--- config.mk ---
export PLATFORM = sky130hd
export DESIGN_NAME = ncs_sequencer
export DESIGN_NICKNAME = d
export VERILOG_FILES = /design/src/pkg/ncs_pkg.sv /design/src/hdl/ncs_sequencer.sv
export VERILOG_INCLUDE_DIRS = /design/src /design/src/pkg
export SDC_FILE = /design/constraint.sdc
export NUM_CORES = 1
export LEC_CHECK = 0
export BUFFER_PORTS_ARGS = -buffer_cell sky130_fd_sc_hd__buf_4
export CORE_ASPECT_RATIO = 1.25
export CORE_MARGIN = 2
export CORE_UTILIZATION = 45
export DETAILED_ROUTE_END_ITERATION = 12
export PLACE_DENSITY = 0.76
export SYNTH_ARGS = -nofsm -noshare
export SYNTH_HDL_FRONTEND = slang
export SYNTH_SLANG_ARGS = --single-unit
--- constraint.sdc ---
create_clock -name ref_clk -period 5.1 [get_ports ref_clk]
set_input_delay 1.02 -clock ref_clk [delete_from_list [all_inputs] [get_ports ref_clk]]
set_output_delay 1.02 -clock ref_clk [all_outputs]
set_load 0.01 [all_outputs]
--- src/pkg/ncs_defines.svh ---
// Purpose: register map, field positions and counts of the sequencer
// Assumes: 32-bit AXI4-Lite words, byte address = 4 * index
// Notes: definitions only
`ifndef NCS_DEFINES_SVH
`define NCS_DEFINES_SVH

// ----------------------------------------
// Register indices
// ----------------------------------------
`define NCS_IDX_CMD 6'h00
`define NCS_IDX_LOCK 6'h01
`define NCS_IDX_STATUS 6'h02
`define NCS_IDX_IRQ_ENABLE_ALIAS 6'h03
`define NCS_IDX_FLAGS 6'h04
`define NCS_IDX_DATA 6'h06
`define NCS_IDX_ADDR 6'h08

// ----------------------------------------
// Fields
// ----------------------------------------
`define NCS_ST_FAULT 2
`define NCS_ST_EE 1
`define NCS_ST_FL 0
`define NCS_INT_BIT 0
`define NCS_EE_SEL_BIT 12

// ----------------------------------------
// Sizes, counts, answers
// ----------------------------------------
`define NCS_PAGE_BYTES 32
`define NCS_PB_AW 5
`define NCS_UNLOCK_INSTR 3'h4
`define NCS_CLEAR_CYCLES 3'h7
`define NCS_RESP_OKAY 2'h0
`define NCS_RESP_SLVERR 2'h2

`endif

--- src/pkg/ncs_pkg.sv ---
// Purpose: types shared by the sequencer
// Assumes: nothing
// Notes: command codes match the command field encoding
package ncs_pkg;

  typedef enum logic [2:0] {
    CMD_NONE = 3'b000,
    CMD_PAGE_WRITE = 3'b001,
    CMD_PAGE_ERASE = 3'b010,
    CMD_ERASE_THEN_WRITE = 3'b011,
    CMD_BUFFER_CLEAR = 3'b100,
    CMD_WHOLE_CHIP_WIPE = 3'b101,
    CMD_EEPROM_WIPE = 3'b110,
    CMD_FUSE_PROGRAM = 3'b111
  } ncs_cmd_t;

  typedef enum logic [1:0] {
    ST_IDLE = 2'b00,
    ST_RUN = 2'b01,
    ST_CHAIN = 2'b10,
    ST_CLEAR = 2'b11
  } ncs_state_t;

endpackage

--- src/hdl/ncs_sequencer.sv ---
// Purpose: command sequencer of the nonvolatile_ctrl_unit
// Assumes: ref_clk 25 MHz, srst synchronous active high, AXI4-Lite slave
// Notes: array timing is owned by the memory side via memDone
//
// The AXI4-Lite register port is this design's own decision.
`timescale 1ns/10ps
`include "ncs_defines.svh"

module ncs_sequencer (
  input wire logic ref_clk,
  input wire logic srst,
  input wire logic [7:0] s_axi_awaddr,
  input wire logic s_axi_awvalid,
  output logic s_axi_awready,
  input wire logic [31:0] s_axi_wdata,
  input wire logic [3:0] s_axi_wstrb,
  input wire logic s_axi_wvalid,
  output logic s_axi_wready,
  output logic [1:0] s_axi_bresp,
  output logic s_axi_bvalid,
  input wire logic s_axi_bready,
  input wire logic [7:0] s_axi_araddr,
  input wire logic s_axi_arvalid,
  output logic s_axi_arready,
  output logic [31:0] s_axi_rdata,
  output logic [1:0] s_axi_rresp,
  output logic s_axi_rvalid,
  input wire logic s_axi_rready,
  input wire logic debugAccess,
  input wire logic keyWritten,
  input wire logic instrRetired,
  input wire logic pbStoreValid,
  input wire logic [15:0] pbStoreAddr,
  input wire logic [7:0] pbStoreData,
  input wire logic keepEepromOnWipe,
  input wire logic sleepActive,
  input wire logic sleepIsIdle,
  input wire logic wakeUp,
  input wire logic memDone,
  output logic cpuStall,
  output logic memStart,
  output ncs_pkg::ncs_cmd_t memOp,
  output logic memTargetEeprom,
  output logic memWipeEeprom,
  output logic [15:0] memAddr,
  output logic [255:0] memData,
  output logic [31:0] memByteMask,
  output logic irqReq,
  output logic wakeReq,
  output logic nvmAsleep,
  output logic clockHold
);
  import ncs_pkg::*;

  ncs_state_t state;
  ncs_cmd_t cmdReg;
  ncs_cmd_t reqCmd;
  logic awHeld, wHeld, wFromDebug, doWrite;
  logic [7:0] wAddrReg;
  logic [31:0] wDataReg;
  logic [3:0] wStrbReg;
  logic [31:0] rdNext;
  logic rdHit;
  logic [1:0] lockReg;
  logic intEnReg, irqFlagReg, faultReg, flBusy, eeprom_active;
  logic [15:0] fuseDataReg, targetAddr;
  logic [2:0] unlockCnt, clearCnt;
  logic unlocked, cmdTry, toEe, startOk, eeDone, pbClearNow;
  logic [7:0] pbuf [`NCS_PAGE_BYTES];
  logic [31:0] pbMark;
  logic [`NCS_PB_AW-1:0] pbIdx, pbIdxLast;
  logic pbWrote;
  logic [7:0] pbExpect;

  function automatic logic isReg(input logic [7:0] a, input logic [5:0] idx);
    return a == {idx, 2'b00};
  endfunction

  // ----------------------------------------
  // AXI4-Lite write channels
  // ----------------------------------------
  assign doWrite = awHeld && wHeld && !s_axi_bvalid;

  always_ff @(posedge ref_clk) begin
    if (srst) begin
      s_axi_awready <= 1'b0;
      awHeld <= 1'b0;
      wAddrReg <= 8'h00;
      wFromDebug <= 1'b0;
    end else if (s_axi_awvalid && s_axi_awready) begin
      s_axi_awready <= 1'b0;
      awHeld <= 1'b1;
      wAddrReg <= s_axi_awaddr;
      wFromDebug <= debugAccess;
    end else if (doWrite) begin
      awHeld <= 1'b0;
    end else if (!awHeld && !s_axi_bvalid) begin
      s_axi_awready <= 1'b1;
    end
  end

  always_ff @(posedge ref_clk) begin
    if (srst) begin
      s_axi_wready <= 1'b0;
      wHeld <= 1'b0;
      wDataReg <= 32'h0000_0000;
      wStrbReg <= 4'h0;
    end else if (s_axi_wvalid && s_axi_wready) begin
      s_axi_wready <= 1'b0;
      wHeld <= 1'b1;
      wDataReg <= s_axi_wdata;
      wStrbReg <= s_axi_wstrb;
    end else if (doWrite) begin
      wHeld <= 1'b0;
    end else if (!wHeld && !s_axi_bvalid) begin
      s_axi_wready <= 1'b1;
    end
  end

  always_ff @(posedge ref_clk) begin
    if (srst) begin
      s_axi_bvalid <= 1'b0;
      s_axi_bresp <= `NCS_RESP_OKAY;
    end else if (doWrite) begin
      s_axi_bvalid <= 1'b1;
      s_axi_bresp <= (isReg(wAddrReg, `NCS_IDX_CMD) || isReg(wAddrReg, `NCS_IDX_LOCK) ||
        isReg(wAddrReg, `NCS_IDX_STATUS) || isReg(wAddrReg, `NCS_IDX_IRQ_ENABLE_ALIAS) ||
        isReg(wAddrReg, `NCS_IDX_FLAGS) || isReg(wAddrReg, `NCS_IDX_DATA) ||
        isReg(wAddrReg, `NCS_IDX_ADDR)) ? `NCS_RESP_OKAY : `NCS_RESP_SLVERR;
    end else if (s_axi_bready) begin
      s_axi_bvalid <= 1'b0;
    end
  end

  // ----------------------------------------
  // AXI4-Lite read channels
  // ----------------------------------------
  always_comb begin
    rdNext = 32'h0000_0000;
    rdHit = 1'b1;
    if (isReg(s_axi_araddr, `NCS_IDX_CMD)) begin
      rdNext[2:0] = cmdReg;
    end else if (isReg(s_axi_araddr, `NCS_IDX_LOCK)) begin
      rdNext[1:0] = lockReg;
    end else if (isReg(s_axi_araddr, `NCS_IDX_STATUS)) begin
      rdNext[`NCS_ST_FAULT] = faultReg;
      rdNext[`NCS_ST_EE] = eeprom_active;
      rdNext[`NCS_ST_FL] = flBusy;
    end else if (isReg(s_axi_araddr, `NCS_IDX_IRQ_ENABLE_ALIAS)) begin
      rdNext[`NCS_INT_BIT] = intEnReg;
    end else if (isReg(s_axi_araddr, `NCS_IDX_FLAGS)) begin
      rdNext[`NCS_INT_BIT] = irqFlagReg;
    end else if (isReg(s_axi_araddr, `NCS_IDX_DATA)) begin
      rdNext[15:0] = fuseDataReg;
    end else if (isReg(s_axi_araddr, `NCS_IDX_ADDR)) begin
      rdNext[15:0] = targetAddr;
    end else begin
      rdHit = 1'b0;
    end
  end

  always_ff @(posedge ref_clk) begin
    if (srst) begin
      s_axi_arready <= 1'b0;
      s_axi_rvalid <= 1'b0;
      s_axi_rdata <= 32'h0000_0000;
      s_axi_rresp <= `NCS_RESP_OKAY;
    end else if (s_axi_arvalid && s_axi_arready) begin
      s_axi_arready <= 1'b0;
      s_axi_rvalid <= 1'b1;
      s_axi_rdata <= rdNext;
      s_axi_rresp <= rdHit ? `NCS_RESP_OKAY : `NCS_RESP_SLVERR;
    end else if (s_axi_rvalid) begin
      if (s_axi_rready) begin
        s_axi_rvalid <= 1'b0;
      end
    end else begin
      s_axi_arready <= 1'b1;
    end
  end

  // ----------------------------------------
  // Plain registers
  // ----------------------------------------
  always_ff @(posedge ref_clk) begin
    if (srst) begin
      lockReg <= 2'h0;
      intEnReg <= 1'b0;
      fuseDataReg <= 16'h0000;
    end else if (doWrite) begin
      // Lock bits only set; only reset clears them
      if (isReg(wAddrReg, `NCS_IDX_LOCK) && wStrbReg[0]) begin
        lockReg <= lockReg | wDataReg[1:0];
      end
      if (isReg(wAddrReg, `NCS_IDX_IRQ_ENABLE_ALIAS) && wStrbReg[0]) begin
        intEnReg <= wDataReg[`NCS_INT_BIT];
      end
      if (isReg(wAddrReg, `NCS_IDX_DATA)) begin
        if (wStrbReg[0]) begin
          fuseDataReg[7:0] <= wDataReg[7:0];
        end
        if (wStrbReg[1]) begin
          fuseDataReg[15:8] <= wDataReg[15:8];
        end
      end
    end
  end

  // Last buffer store also points the target page
  always_ff @(posedge ref_clk) begin
    if (srst) begin
      targetAddr <= 16'h0000;
    end else if (pbStoreValid && state == ST_IDLE) begin
      targetAddr <= pbStoreAddr;
    end else if (doWrite && isReg(wAddrReg, `NCS_IDX_ADDR)) begin
      if (wStrbReg[0]) begin
        targetAddr[7:0] <= wDataReg[7:0];
      end
      if (wStrbReg[1]) begin
        targetAddr[15:8] <= wDataReg[15:8];
      end
    end
  end

  // ----------------------------------------
  // Unlock window
  // ----------------------------------------
  always_ff @(posedge ref_clk) begin
    if (srst) begin
      unlockCnt <= 3'h0;
    end else if (keyWritten) begin
      unlockCnt <= `NCS_UNLOCK_INSTR;
    end else if (instrRetired && unlockCnt != 3'h0) begin
      unlockCnt <= unlockCnt - 3'h1;
    end
  end

  assign unlocked = unlockCnt != 3'h0;
  assign cmdTry = doWrite && isReg(wAddrReg, `NCS_IDX_CMD) && wStrbReg[0];
  assign reqCmd = ncs_cmd_t'(wDataReg[2:0]);
  assign toEe = targetAddr[`NCS_EE_SEL_BIT];
  // Fuse program from the CPU and erase of an untouched buffer never start
  assign startOk = reqCmd != CMD_NONE && !(reqCmd == CMD_FUSE_PROGRAM && !wFromDebug) &&
    !(reqCmd == CMD_PAGE_ERASE && pbMark == 32'h0000_0000);
  assign eeDone = state == ST_RUN && memDone && eeprom_active;
  assign pbClearNow = (state == ST_RUN && memDone) || (state == ST_CLEAR && clearCnt == 3'h0) ||
    wakeUp;

  // ----------------------------------------
  // Command sequencer
  // ----------------------------------------
  // Synchronous reset drops every phase: an ongoing operation is abandoned
  always_ff @(posedge ref_clk) begin
    if (srst) begin
      state <= ST_IDLE;
      cmdReg <= CMD_NONE;
      flBusy <= 1'b0;
      eeprom_active <= 1'b0;
      faultReg <= 1'b0;
      cpuStall <= 1'b0;
      memStart <= 1'b0;
      memOp <= CMD_NONE;
      memTargetEeprom <= 1'b0;
      memWipeEeprom <= 1'b0;
      memAddr <= 16'h0000;
      memData <= '0;
      memByteMask <= 32'h0000_0000;
      clearCnt <= 3'h0;
    end else begin
      memStart <= 1'b0;
      case (state)
        ST_IDLE: begin
          // Writes outside the window leave everything untouched
          if (cmdTry && unlocked && startOk) begin
            faultReg <= 1'b0;
            cmdReg <= reqCmd;
            memAddr <= targetAddr;
            memTargetEeprom <= toEe;
            memWipeEeprom <= 1'b0;
            for (int i = 0; i < `NCS_PAGE_BYTES; i++) begin
              memData[i*8 +: 8] <= pbuf[i];
            end
            case (reqCmd)
              CMD_PAGE_WRITE, CMD_PAGE_ERASE, CMD_ERASE_THEN_WRITE: begin
                memStart <= 1'b1;
                memOp <= (reqCmd == CMD_PAGE_WRITE) ? CMD_PAGE_WRITE : CMD_PAGE_ERASE;
                state <= (reqCmd == CMD_ERASE_THEN_WRITE) ? ST_CHAIN : ST_RUN;
                flBusy <= !toEe;
                eeprom_active <= toEe;
                cpuStall <= !toEe;
                memByteMask <= toEe ? pbMark : 32'hffff_ffff;
              end
              CMD_BUFFER_CLEAR: begin
                state <= ST_CLEAR;
                clearCnt <= `NCS_CLEAR_CYCLES - 3'h1;
                cpuStall <= 1'b1;
              end
              CMD_WHOLE_CHIP_WIPE: begin
                memStart <= 1'b1;
                memOp <= CMD_WHOLE_CHIP_WIPE;
                memWipeEeprom <= !keepEepromOnWipe;
                state <= ST_RUN;
                flBusy <= 1'b1;
                eeprom_active <= !keepEepromOnWipe;
                cpuStall <= 1'b1;
              end
              CMD_EEPROM_WIPE: begin
                memStart <= 1'b1;
                memOp <= CMD_EEPROM_WIPE;
                memWipeEeprom <= 1'b1;
                state <= ST_RUN;
                eeprom_active <= 1'b1;
                cpuStall <= 1'b1;
              end
              CMD_FUSE_PROGRAM: begin
                memStart <= 1'b1;
                memOp <= CMD_FUSE_PROGRAM;
                memData <= {240'h0, fuseDataReg};
                state <= ST_RUN;
                flBusy <= 1'b1;
              end
              default: begin
                state <= ST_IDLE;
              end
            endcase
          end else if (cmdTry && unlocked && reqCmd == CMD_FUSE_PROGRAM && !wFromDebug) begin
            faultReg <= 1'b1;
          end
        end
        ST_CHAIN: begin
          // Buffer is deliberately not cleared between phases
          if (memDone) begin
            memStart <= 1'b1;
            memOp <= CMD_PAGE_WRITE;
            state <= ST_RUN;
          end
        end
        ST_RUN: begin
          if (memDone) begin
            state <= ST_IDLE;
            cmdReg <= CMD_NONE;
            flBusy <= 1'b0;
            eeprom_active <= 1'b0;
            cpuStall <= 1'b0;
          end
        end
        ST_CLEAR: begin
          if (clearCnt == 3'h0) begin
            state <= ST_IDLE;
            cmdReg <= CMD_NONE;
            cpuStall <= 1'b0;
          end else begin
            clearCnt <= clearCnt - 3'h1;
          end
        end
        default: begin
          state <= ST_IDLE;
        end
      endcase
      // A command while busy is refused, and flagged only when written inside the window
      if (cmdTry && unlocked && state != ST_IDLE && reqCmd != CMD_NONE) begin
        faultReg <= 1'b1;
      end
    end
  end

  // ----------------------------------------
  // Page buffer
  // ----------------------------------------
  assign pbIdx = pbStoreAddr[`NCS_PB_AW-1:0];

  always_ff @(posedge ref_clk) begin
    if (srst || pbClearNow) begin
      for (int i = 0; i < `NCS_PAGE_BYTES; i++) begin
        pbuf[i] <= 8'hff;
      end
      pbMark <= 32'h0000_0000;
    end else if (pbStoreValid && state == ST_IDLE) begin
      pbuf[pbIdx] <= pbuf[pbIdx] & pbStoreData;
      pbMark[pbIdx] <= 1'b1;
    end
  end

  // Helper for checking the AND store
  always_ff @(posedge ref_clk) begin
    if (srst) begin
      pbWrote <= 1'b0;
      pbIdxLast <= '0;
      pbExpect <= 8'hff;
    end else begin
      pbWrote <= pbStoreValid && state == ST_IDLE && !pbClearNow;
      pbIdxLast <= pbIdx;
      pbExpect <= pbuf[pbIdx] & pbStoreData;
    end
  end

  // ----------------------------------------
  // Ready flag, interrupt, sleep
  // ----------------------------------------
  always_ff @(posedge ref_clk) begin
    if (srst) begin
      irqFlagReg <= 1'b0;
    end else if (eeDone) begin
      irqFlagReg <= 1'b1;
    end else if (doWrite && isReg(wAddrReg, `NCS_IDX_FLAGS) && wStrbReg[0] &&
      wDataReg[`NCS_INT_BIT]) begin
      irqFlagReg <= 1'b0;
    end
  end

  always_ff @(posedge ref_clk) begin
    if (srst) begin
      irqReq <= 1'b0;
      wakeReq <= 1'b0;
      nvmAsleep <= 1'b0;
      clockHold <= 1'b0;
    end else begin
      irqReq <= irqFlagReg && intEnReg;
      wakeReq <= irqFlagReg && intEnReg && sleepActive && sleepIsIdle;
      nvmAsleep <= sleepActive && state == ST_IDLE;
      clockHold <= state != ST_IDLE;
    end
  end

  // ----------------------------------------
  // Checks
  // ----------------------------------------
  property p_locked_ignore;
    @(posedge ref_clk) disable iff (srst)
    state == ST_IDLE && cmdTry && !unlocked |=> cmdReg == $past(cmdReg) && !memStart &&
      faultReg == $past(faultReg);
  endproperty
  a_locked_ignore: assert property (p_locked_ignore) else $error("locked command acted");

  property p_clear_stall;
    @(posedge ref_clk) disable iff (srst)
    state == ST_IDLE && cmdTry && unlocked && reqCmd == CMD_BUFFER_CLEAR
    |=> cpuStall [*7] ##1 !cpuStall && pbMark == 32'h0000_0000;
  endproperty
  a_clear_stall: assert property (p_clear_stall) else $error("clear stall not seven");

  property p_irq_level;
    @(posedge ref_clk) disable iff (srst)
    irqFlagReg && intEnReg |=> irqReq;
  endproperty
  a_irq_level: assert property (p_irq_level) else $error("interrupt not raised");

  property p_flag_w1c;
    @(posedge ref_clk) disable iff (srst)
    doWrite && isReg(wAddrReg, `NCS_IDX_FLAGS) && wStrbReg[0] && !eeDone
    |=> irqFlagReg == ($past(irqFlagReg) && !$past(wDataReg[0]));
  endproperty
  a_flag_w1c: assert property (p_flag_w1c) else $error("flag write wrong");

  property p_pb_and;
    @(posedge ref_clk) disable iff (srst)
    pbWrote |-> pbuf[pbIdxLast] == pbExpect;
  endproperty
  a_pb_and: assert property (p_pb_and) else $error("buffer store not AND");

  property p_erase_empty;
    @(posedge ref_clk) disable iff (srst)
    state == ST_IDLE && cmdTry && unlocked && reqCmd == CMD_PAGE_ERASE && pbMark == 32'h0
    |=> state == ST_IDLE && !memStart;
  endproperty
  a_erase_empty: assert property (p_erase_empty) else $error("empty erase started");

  property p_fuse_cpu;
    @(posedge ref_clk) disable iff (srst)
    state == ST_IDLE && cmdTry && reqCmd == CMD_FUSE_PROGRAM && !wFromDebug |=> !memStart;
  endproperty
  a_fuse_cpu: assert property (p_fuse_cpu) else $error("cpu fuse program ran");

  property p_done_clear;
    @(posedge ref_clk) disable iff (srst)
    state == ST_RUN && memDone |=> pbMark == 32'h0 && !flBusy && !eeprom_active && !cpuStall;
  endproperty
  a_done_clear: assert property (p_done_clear) else $error("completion not cleaned");

  property p_busy_sleep;
    @(posedge ref_clk) disable iff (srst)
    sleepActive && state != ST_IDLE |=> clockHold && !nvmAsleep;
  endproperty
  a_busy_sleep: assert property (p_busy_sleep) else $error("slept while busy");

  property p_wake_idle;
    @(posedge ref_clk) disable iff (srst)
    !sleepIsIdle |=> !wakeReq;
  endproperty
  a_wake_idle: assert property (p_wake_idle) else $error("woke from deep sleep");

endmodule

==> results of run 1 <==
metrics by stage:
step,util [%],total power [mW],hold slack [ns],area [µm²]
3_3_place_gp,50.7,6.66,0.449,33100
5_1_grt,54.4,12.3,0.483,35500
2_1_floorplan,-,6.40,0.437,29600
4_1_cts,54.4,12.0,0.470,35500
3_5_place_dp,50.7,6.66,0.456,33100
6_report,54.4,12.0,0.468,35500
state kept, by name (all words and copies together) (netlist names), 8 cells and up:
name and flops:
memAddr 16, targetAddr 16, pbuf 256, fuseDataReg 16, memData 256, memByteMask 32, wAddrReg 8, s_axi_rdata 16
pbMark 32, wDataReg 16
layout make-up:
cell class / instances / area share [%]
Antenna cell: 3 / 0.0211
Clock buffer: 110 / 6.22
Clock inverter: 23 / 0.595
Inverter: 13 / 0.137
Multi-Input combinational cell: 1850 / 32.2
Sequential cell: 704 / 46.9
Tap cell: 856 / 3.02
Timing Repair Buffer: 497 / 10.9
layer usage:
metal | up-vias | global-route usage [%] | routed length (µm)
met4 | 2 | 13.3 | 4680
met5 | - | 0 | 10
met3 | 233 | 4.81 | 8780
met1 | 12344 | 38.1 | 39700
met2 | 1391 | 48.7 | 49700
li1 | 11227 | - | -
report_power, final:
| group | switching (mW) | total (mW) | internal [mW] |
|---|---|---|---|
| logic | 0.490 | 0.670 | 0.180 |
| registers | 0.0441 | 5.88 | 5.84 |
| clock network | 2.25 | 5.41 | 3.16 |
worst reg2reg max path, stage by stage (launching register included):
cell and delay [ns]:
dfxtp_1 0.48, nor2_4 0.16, buf_4 0.64, and2_1 0.52
nand4b_1 0.19, buf_4 0.26, o21ai_0 1.05
cells in the final DEF, fill, tap and decap left out, types with 37 or more instances in the layout:
cell type	n
buf_4	486
dfxtp_1	447
nand2_1	378
a21oi_1	305
o21ai_0	296
edfxtp_1	256
nand4_1	250
nor2_1	89
clkbuf_16	79
mux4_2	64
a311oi_1	48
mux2i_1	40
nor2b_1	37
Yosys cell counts, types with 7 or more instances:
master	instances
a211oi_1	20
a21o_1	33
a21oi_1	305
a22o_1	28
a22oi_1	34
a311oi_1	48
a31oi_1	21
a41oi_1	34
and3_1	7
buf_1	29
buf_2	67
buf_4	51
clkbuf_1	180
dfxtp_1	448
edfxtp_1	256
inv_1	13
mux2i_1	40
mux4_2	64
nand2_1	378
nand3_1	26
nand4_1	250
nor2_1	91
nor2b_1	37
nor3_1	13
nor4_1	9
o21ai_0	296
worst min-delay path by stage:
stage	from	end	slack, ns	cells after the start
floorplan	lockReg[1]$_SDFFE_PP0P_	lockReg[1]$_SDFFE_PP0P_	0.44	2
global placement	s_axi_rdata[1]$_SDFFE_PP0P_	s_axi_rdata[1]$_SDFFE_PP0P_	0.45	1
detailed placement	s_axi_rdata[1]$_SDFFE_PP0P_	s_axi_rdata[1]$_SDFFE_PP0P_	0.46	1
CTS	s_axi_rdata[1]$_SDFFE_PP0P_	s_axi_rdata[1]$_SDFFE_PP0P_	0.47	1
global route	memData[190]$_SDFFE_PP0P_	memData[190]$_SDFFE_PP0P_	0.48	2
finish	s_axi_rdata[1]$_SDFFE_PP0P_	s_axi_rdata[1]$_SDFFE_PP0P_	0.47	1
cell families (layout without fill, tap and decap cells):
logic type / Yosys count / after routing / share of synthesized area (%)
and+or+nand+nor: 871 / 871 / 14.8
other: 1 / 21 / 0.0127
DFF: 704 / 704 / 56.3
adders and majority gates: 4 / 4 / 0.169
buffers and inverters: 344 / 643 / 5.40
AOI/OAI and AO/OA: 850 / 850 / 17.0
xor gates and xnor gates: 2 / 2 / 0.0593
muxes: 105 / 105 / 6.27
==> impl_metrics.py, run 1 <==
metrics = {
    "status": {
        "status": "complete, no violations",
    },
    "die": {
        "die_area_um2": 67800,
        "initial_core_util_pct": 45.3,
        "row_count": 105,
        "coreArea_um2": 65300,
        "ioPinCount": 448,
        "die_h_um": 291,
        "die_w_um": 233,
    },
    "yosys": {
        "ys_seq_area_share_pct": 56.3,
        "syn_area_um2": 29600,
        "ys_ff_latch": 704,
        "synthFlopType": "dfxtp_1",
        "yosys.area.top_type_share_pct": 30.3,
        "synth_top_cell_by_area": "dfxtp_1",
        "synthTopCellsByArea": "dfxtp_1 30%, edfxtp_1 26%, nand4_1 5.3%",
        "synth_edf_count": 256,
        "async_reset_ff_share_pct": 0,
        "synth_area_per_cell_um2": 10.3,
        "synth-warning-count": 0,
        "synthCells": 2881,
        "synth_cell_types": 74,
    },
    "routing": {
        "drc": 0,
        "wl_per_cell_um": 25.3,
        "drtIter0Drc": 3369,
        "dr.pass1.iters": 6,
        "wl_um": 103000,
        "viasPerCell": 6.21,
        "vias": 25197,
        "ant_nets": 0,
    },
    "timing": {
        "tns_ns": 0,
        "finalSetupViolCount": 0,
        "tightest_slew_ns": 1.45,
        "slew_headroom_pct": 2.38,
        "setup_ws_ns": 1.41,
        "post-route-period-util_pct": 72.4,
        "finalCriticalPeriod_ns": 3.69,
        "timing.fmax_mhz": 271,
        "skew_ns": 0.0322,
        "hold_viol_final": 0,
        "drv_slew": 0,
        "rsz0062_at_grt": "false",
    },
    "layout": {
        "multiInputGateArea_um2": 11400,
        "drive_above_1_share_pct": 21.9,
        "nFillCells": 5646,
        "final_nets": 3234,
        "regArea_um2": 16700,
        "areaGrowthSynthToFinish_pct": 20.1,
        "final_cell_count_no_fill": 4056,
    },
    "pwr": {
        "max-vdd-ir-drop_uv": 247,
        "p_leak_nw": 12.1,
        "p_per_area_nw_per_um2": 337,
    },
    "setup_path": {
        "r2r_end": "pbuf[1][0]$_SDFFCE_PN1P_",
        "required_ns": 5.32,
        "crit_path_max_fanout": 56,
        "crit_chain": "nor2_4, buf_4, and2_1, nand4b_1, buf_4, o21ai_0",
        "crit_path_frequent_cell": "buf_4",
        "path_delay_family": "compound AO/OA/AOI/OAI gates",
        "critical_path.endpoint": "pbuf[1][0]$_SDFFCE_PN1P_",
        "critPathMaxStageDelay_ns": 1.05,
        "crit_start": "state[1]$_SDFFE_PP0P_",
        "r2r-start": "state[1]$_SDFFE_PP0P_",
        "cp-start-kind": "flop",
        "crit_path_top_delay_cell": "o21ai_0",
        "arrival_ns": 3.91,
        "worstSetupEndpointType": "flop",
        "crit_buf_inv": 2,
        "r2r_cells": 6,
        "rrSetupSlack_ns": 1.41,
        "crit_type": "reg2reg",
        "crit_cells": 6,
    },
    "clock_network": {
        "post_cts_buffers": 0,
        "cts_buffers": 72,
        "clock_sinks": 704,
        "cts_resized": 0,
        "path_clk_slew_ns": 0.06,
        "clockRootBuffer": "clkbuf_16",
        "cts_max_level": 3,
        "cts.hold.buffers_added": 0,
        "cts_tree": "done",
        "cts_buffer_depth": 3,
        "clk-insertion-delay-late_ns": 0.62,
    },
    "place": {
        "place_ws_ns": 0.886,
        "place_congestion": 0.896,
        "io_buffers": 411,
        "dp_cells": 3920,
        "dp_hpwl_um": 69200,
    },
    "global_routing": {
        "grt_pass1_vias": 23753,
        "grt.total_usage_pct": 29.5,
        "overflow": 0,
        "antenna_found_initial": 3,
        "grt_pass1_wl_um": 151000,
        "grt_max_degree": 126,
    },
    "run": {
        "cap_violations": 0,
    },
    "hold_path": {
        "hold_class": "reg2reg",
    },
}
(Power assumes the default switching activity.)
==> run 2, diff against run 1 <==
- PLACE_DENSITY: 0.76 -> 0.79
- clock period: 5.1 -> 2.99 ns (I/O delays scaled with it)
==> impl_metrics.py, run 2 (synthesis gave the netlist of run 1 again) <==
metrics = {
    "routing": {
        "drtIter0Drc": 3176,
        "drc": 0,
        "wl_per_cell_um": 24.6,
        "wl_um": 101000,
        "viasPerCell": 6.18,
        "ant_nets": 0,
        "dr.pass1.iters": 6,
        "vias": 25367,
    },
    "timing": {
        "hold_viol_final": 0,
        "slew_headroom_pct": 24.2,
        "timing.fmax_mhz": 382,
        "finalSetupViolCount": 0,
        "tightest_slew_ns": 1.13,
        "finalCriticalPeriod_ns": 2.62,
        "setup_ws_ns": 0.375,
        "post-route-period-util_pct": 87.5,
        "drv_slew": 0,
        "rsz0062_at_grt": "false",
        "hold_ws_ns": 0.156,
        "skew_ns": 0.0246,
    },
    "setup_path": {
        "crit_path_top_delay_cell": "mux4_2",
        "required_ns": 3.32,
        "crit_path_frequent_cell": "nand2_1",
        "critPathMaxStageDelay_ns": 0.54,
        "worstSetupEndpointType": "flop",
        "crit_buf_inv": 2,
        "crit_chain": "mux4_2, a22oi_1, buf_4, nand4_1, nand2_1, buf_12, nand2_1",
        "arrival_ns": 2.95,
        "crit_type": "reg2reg",
        "cp-start-kind": "flop",
        "crit_path_max_fanout": 20,
        "path_delay_family": "multiplexers",
    },
    "clock_network": {
        "cts_max_level": 3,
        "cts.hold.buffers_added": 0,
        "clk-insertion-delay-late_ns": 0.63,
        "cts_resized": 0,
        "path_clk_slew_ns": 0.07,
        "clockRootBuffer": "clkbuf_16",
        "post_cts_buffers": 0,
        "cts_buffers": 69,
        "cts_buffer_depth": 3,
        "cts_tree": "done",
        "clock_sinks": 704,
    },
    "die": {
        "die_w_um": 233,
        "die_area_um2": 67800,
        "die_h_um": 291,
        "coreArea_um2": 65300,
        "row_count": 105,
        "initial_core_util_pct": 45.3,
        "ioPinCount": 448,
    },
    "global_routing": {
        "overflow": 0,
        "grt_pass1_vias": 23876,
        "grt_max_degree": 197,
        "grt_pass1_wl_um": 148000,
        "antenna_found_initial": 2,
        "grt.total_usage_pct": 28.9,
    },
    "place": {
        "dp_hpwl_um": 69900,
        "place_ws_ns": -0.189,
        "io_buffers": 411,
        "place_congestion": 0.932,
        "dp_cells": 3978,
        "placedInstanceArea_um2": 33900,
    },
    "pwr": {
        "p_per_area_nw_per_um2": 556,
        "fin_total_pwr_mw": 20.1,
        "max-vdd-ir-drop_uv": 345,
        "p_leak_nw": 12.4,
    },
    "layout": {
        "final_cell_area_um2": 36100,
        "final_cell_count_no_fill": 4106,
        "drive_above_1_share_pct": 23.2,
        "biggestRegsByFlops": "memData (256), pbuf (256)",
        "final_nets": 3289,
        "areaGrowthSynthToFinish_pct": 22.2,
        "layout_common_cells": "518 x buf_4, 447 x dfxtp_1, 378 x nand2_1",
        "layout_commonest_cell": "buf_4",
    },
    "hold_path": {
        "hold_class": "in2reg",
    },
    "status": {
        "status": "complete, no violations",
    },
    "run": {
        "cap_violations": 0,
    },
}
-- run 2: cell count changes in the layout (fill, tap and decap cells not counted), moves of 2 or more --
cell        previous run  this run
buf_4                486       518
buf_12                10        36
clkbuf_16             79        73
clkinv_1               4         1
clkbuf_2               3         1
clkinvlp_4             3         5
diode_2                3         1
inv_8                  0         2
-- run 2: cell type report --
class	instances	area (µm²)
clock buffer	104	2070
clock inverter	23	215
fill	5551	29200
antenna	1	2.50
tap	856	1070
inverter	13	48.8
timing repair buffer	555	4620
multi-input combinational	1850	11400
sequential	704	16700
-- run 2: routing by layer --
metal / track usage, % / part of all wire, % / vias to the layer above
met4: 13.7 / 4.8 / 2
met5: 0 / 0.013 / -
li1: - / - / 11347
met2: 47.8 / 48 / 1461
met3: 5.84 / 9.4 / 243
met1: 36.0 / 38 / 12314
-- run 2: where the power goes --
part           switching (mW)  total [mW]  internal (mW)
registers              0.0668        10.0           9.96
logic                   0.842        1.24          0.395
clock network            3.83        8.84           5.01
total                    4.74        20.1           15.4
-- run 2: path summary, 6_finish.rpt --
| check | from | endpoint | slack, ns | cells after the start |
|---|---|---|---|---|
| setup / recovery | pbuf[15][4]$_SDFFCE_PN1P_ | pbuf[6][4]$_SDFFCE_PN1P_ | 0.37 | 7 |
| hold / removal | keyWritten | unlockCnt[0]$_SDFFE_PP0P_ | 0.16 | 2 |
| setup reg to reg | pbuf[15][4]$_SDFFCE_PN1P_ | pbuf[6][4]$_SDFFCE_PN1P_ | 0.37 | 7 |
| hold reg to reg | cpuStall$_SDFFE_PP0P_ | cpuStall$_SDFFE_PP0P_ | 0.46 | 2 |
-- run 2: through the flow --
stage	TNS [ns]	utilization, %
2_1_floorplan	0	-
3_3_place_gp	-4.46	51.8
3_5_place_dp	-7.09	51.8
4_1_cts	0	55.3
5_1_grt	0	55.3
6_report	0	55.3
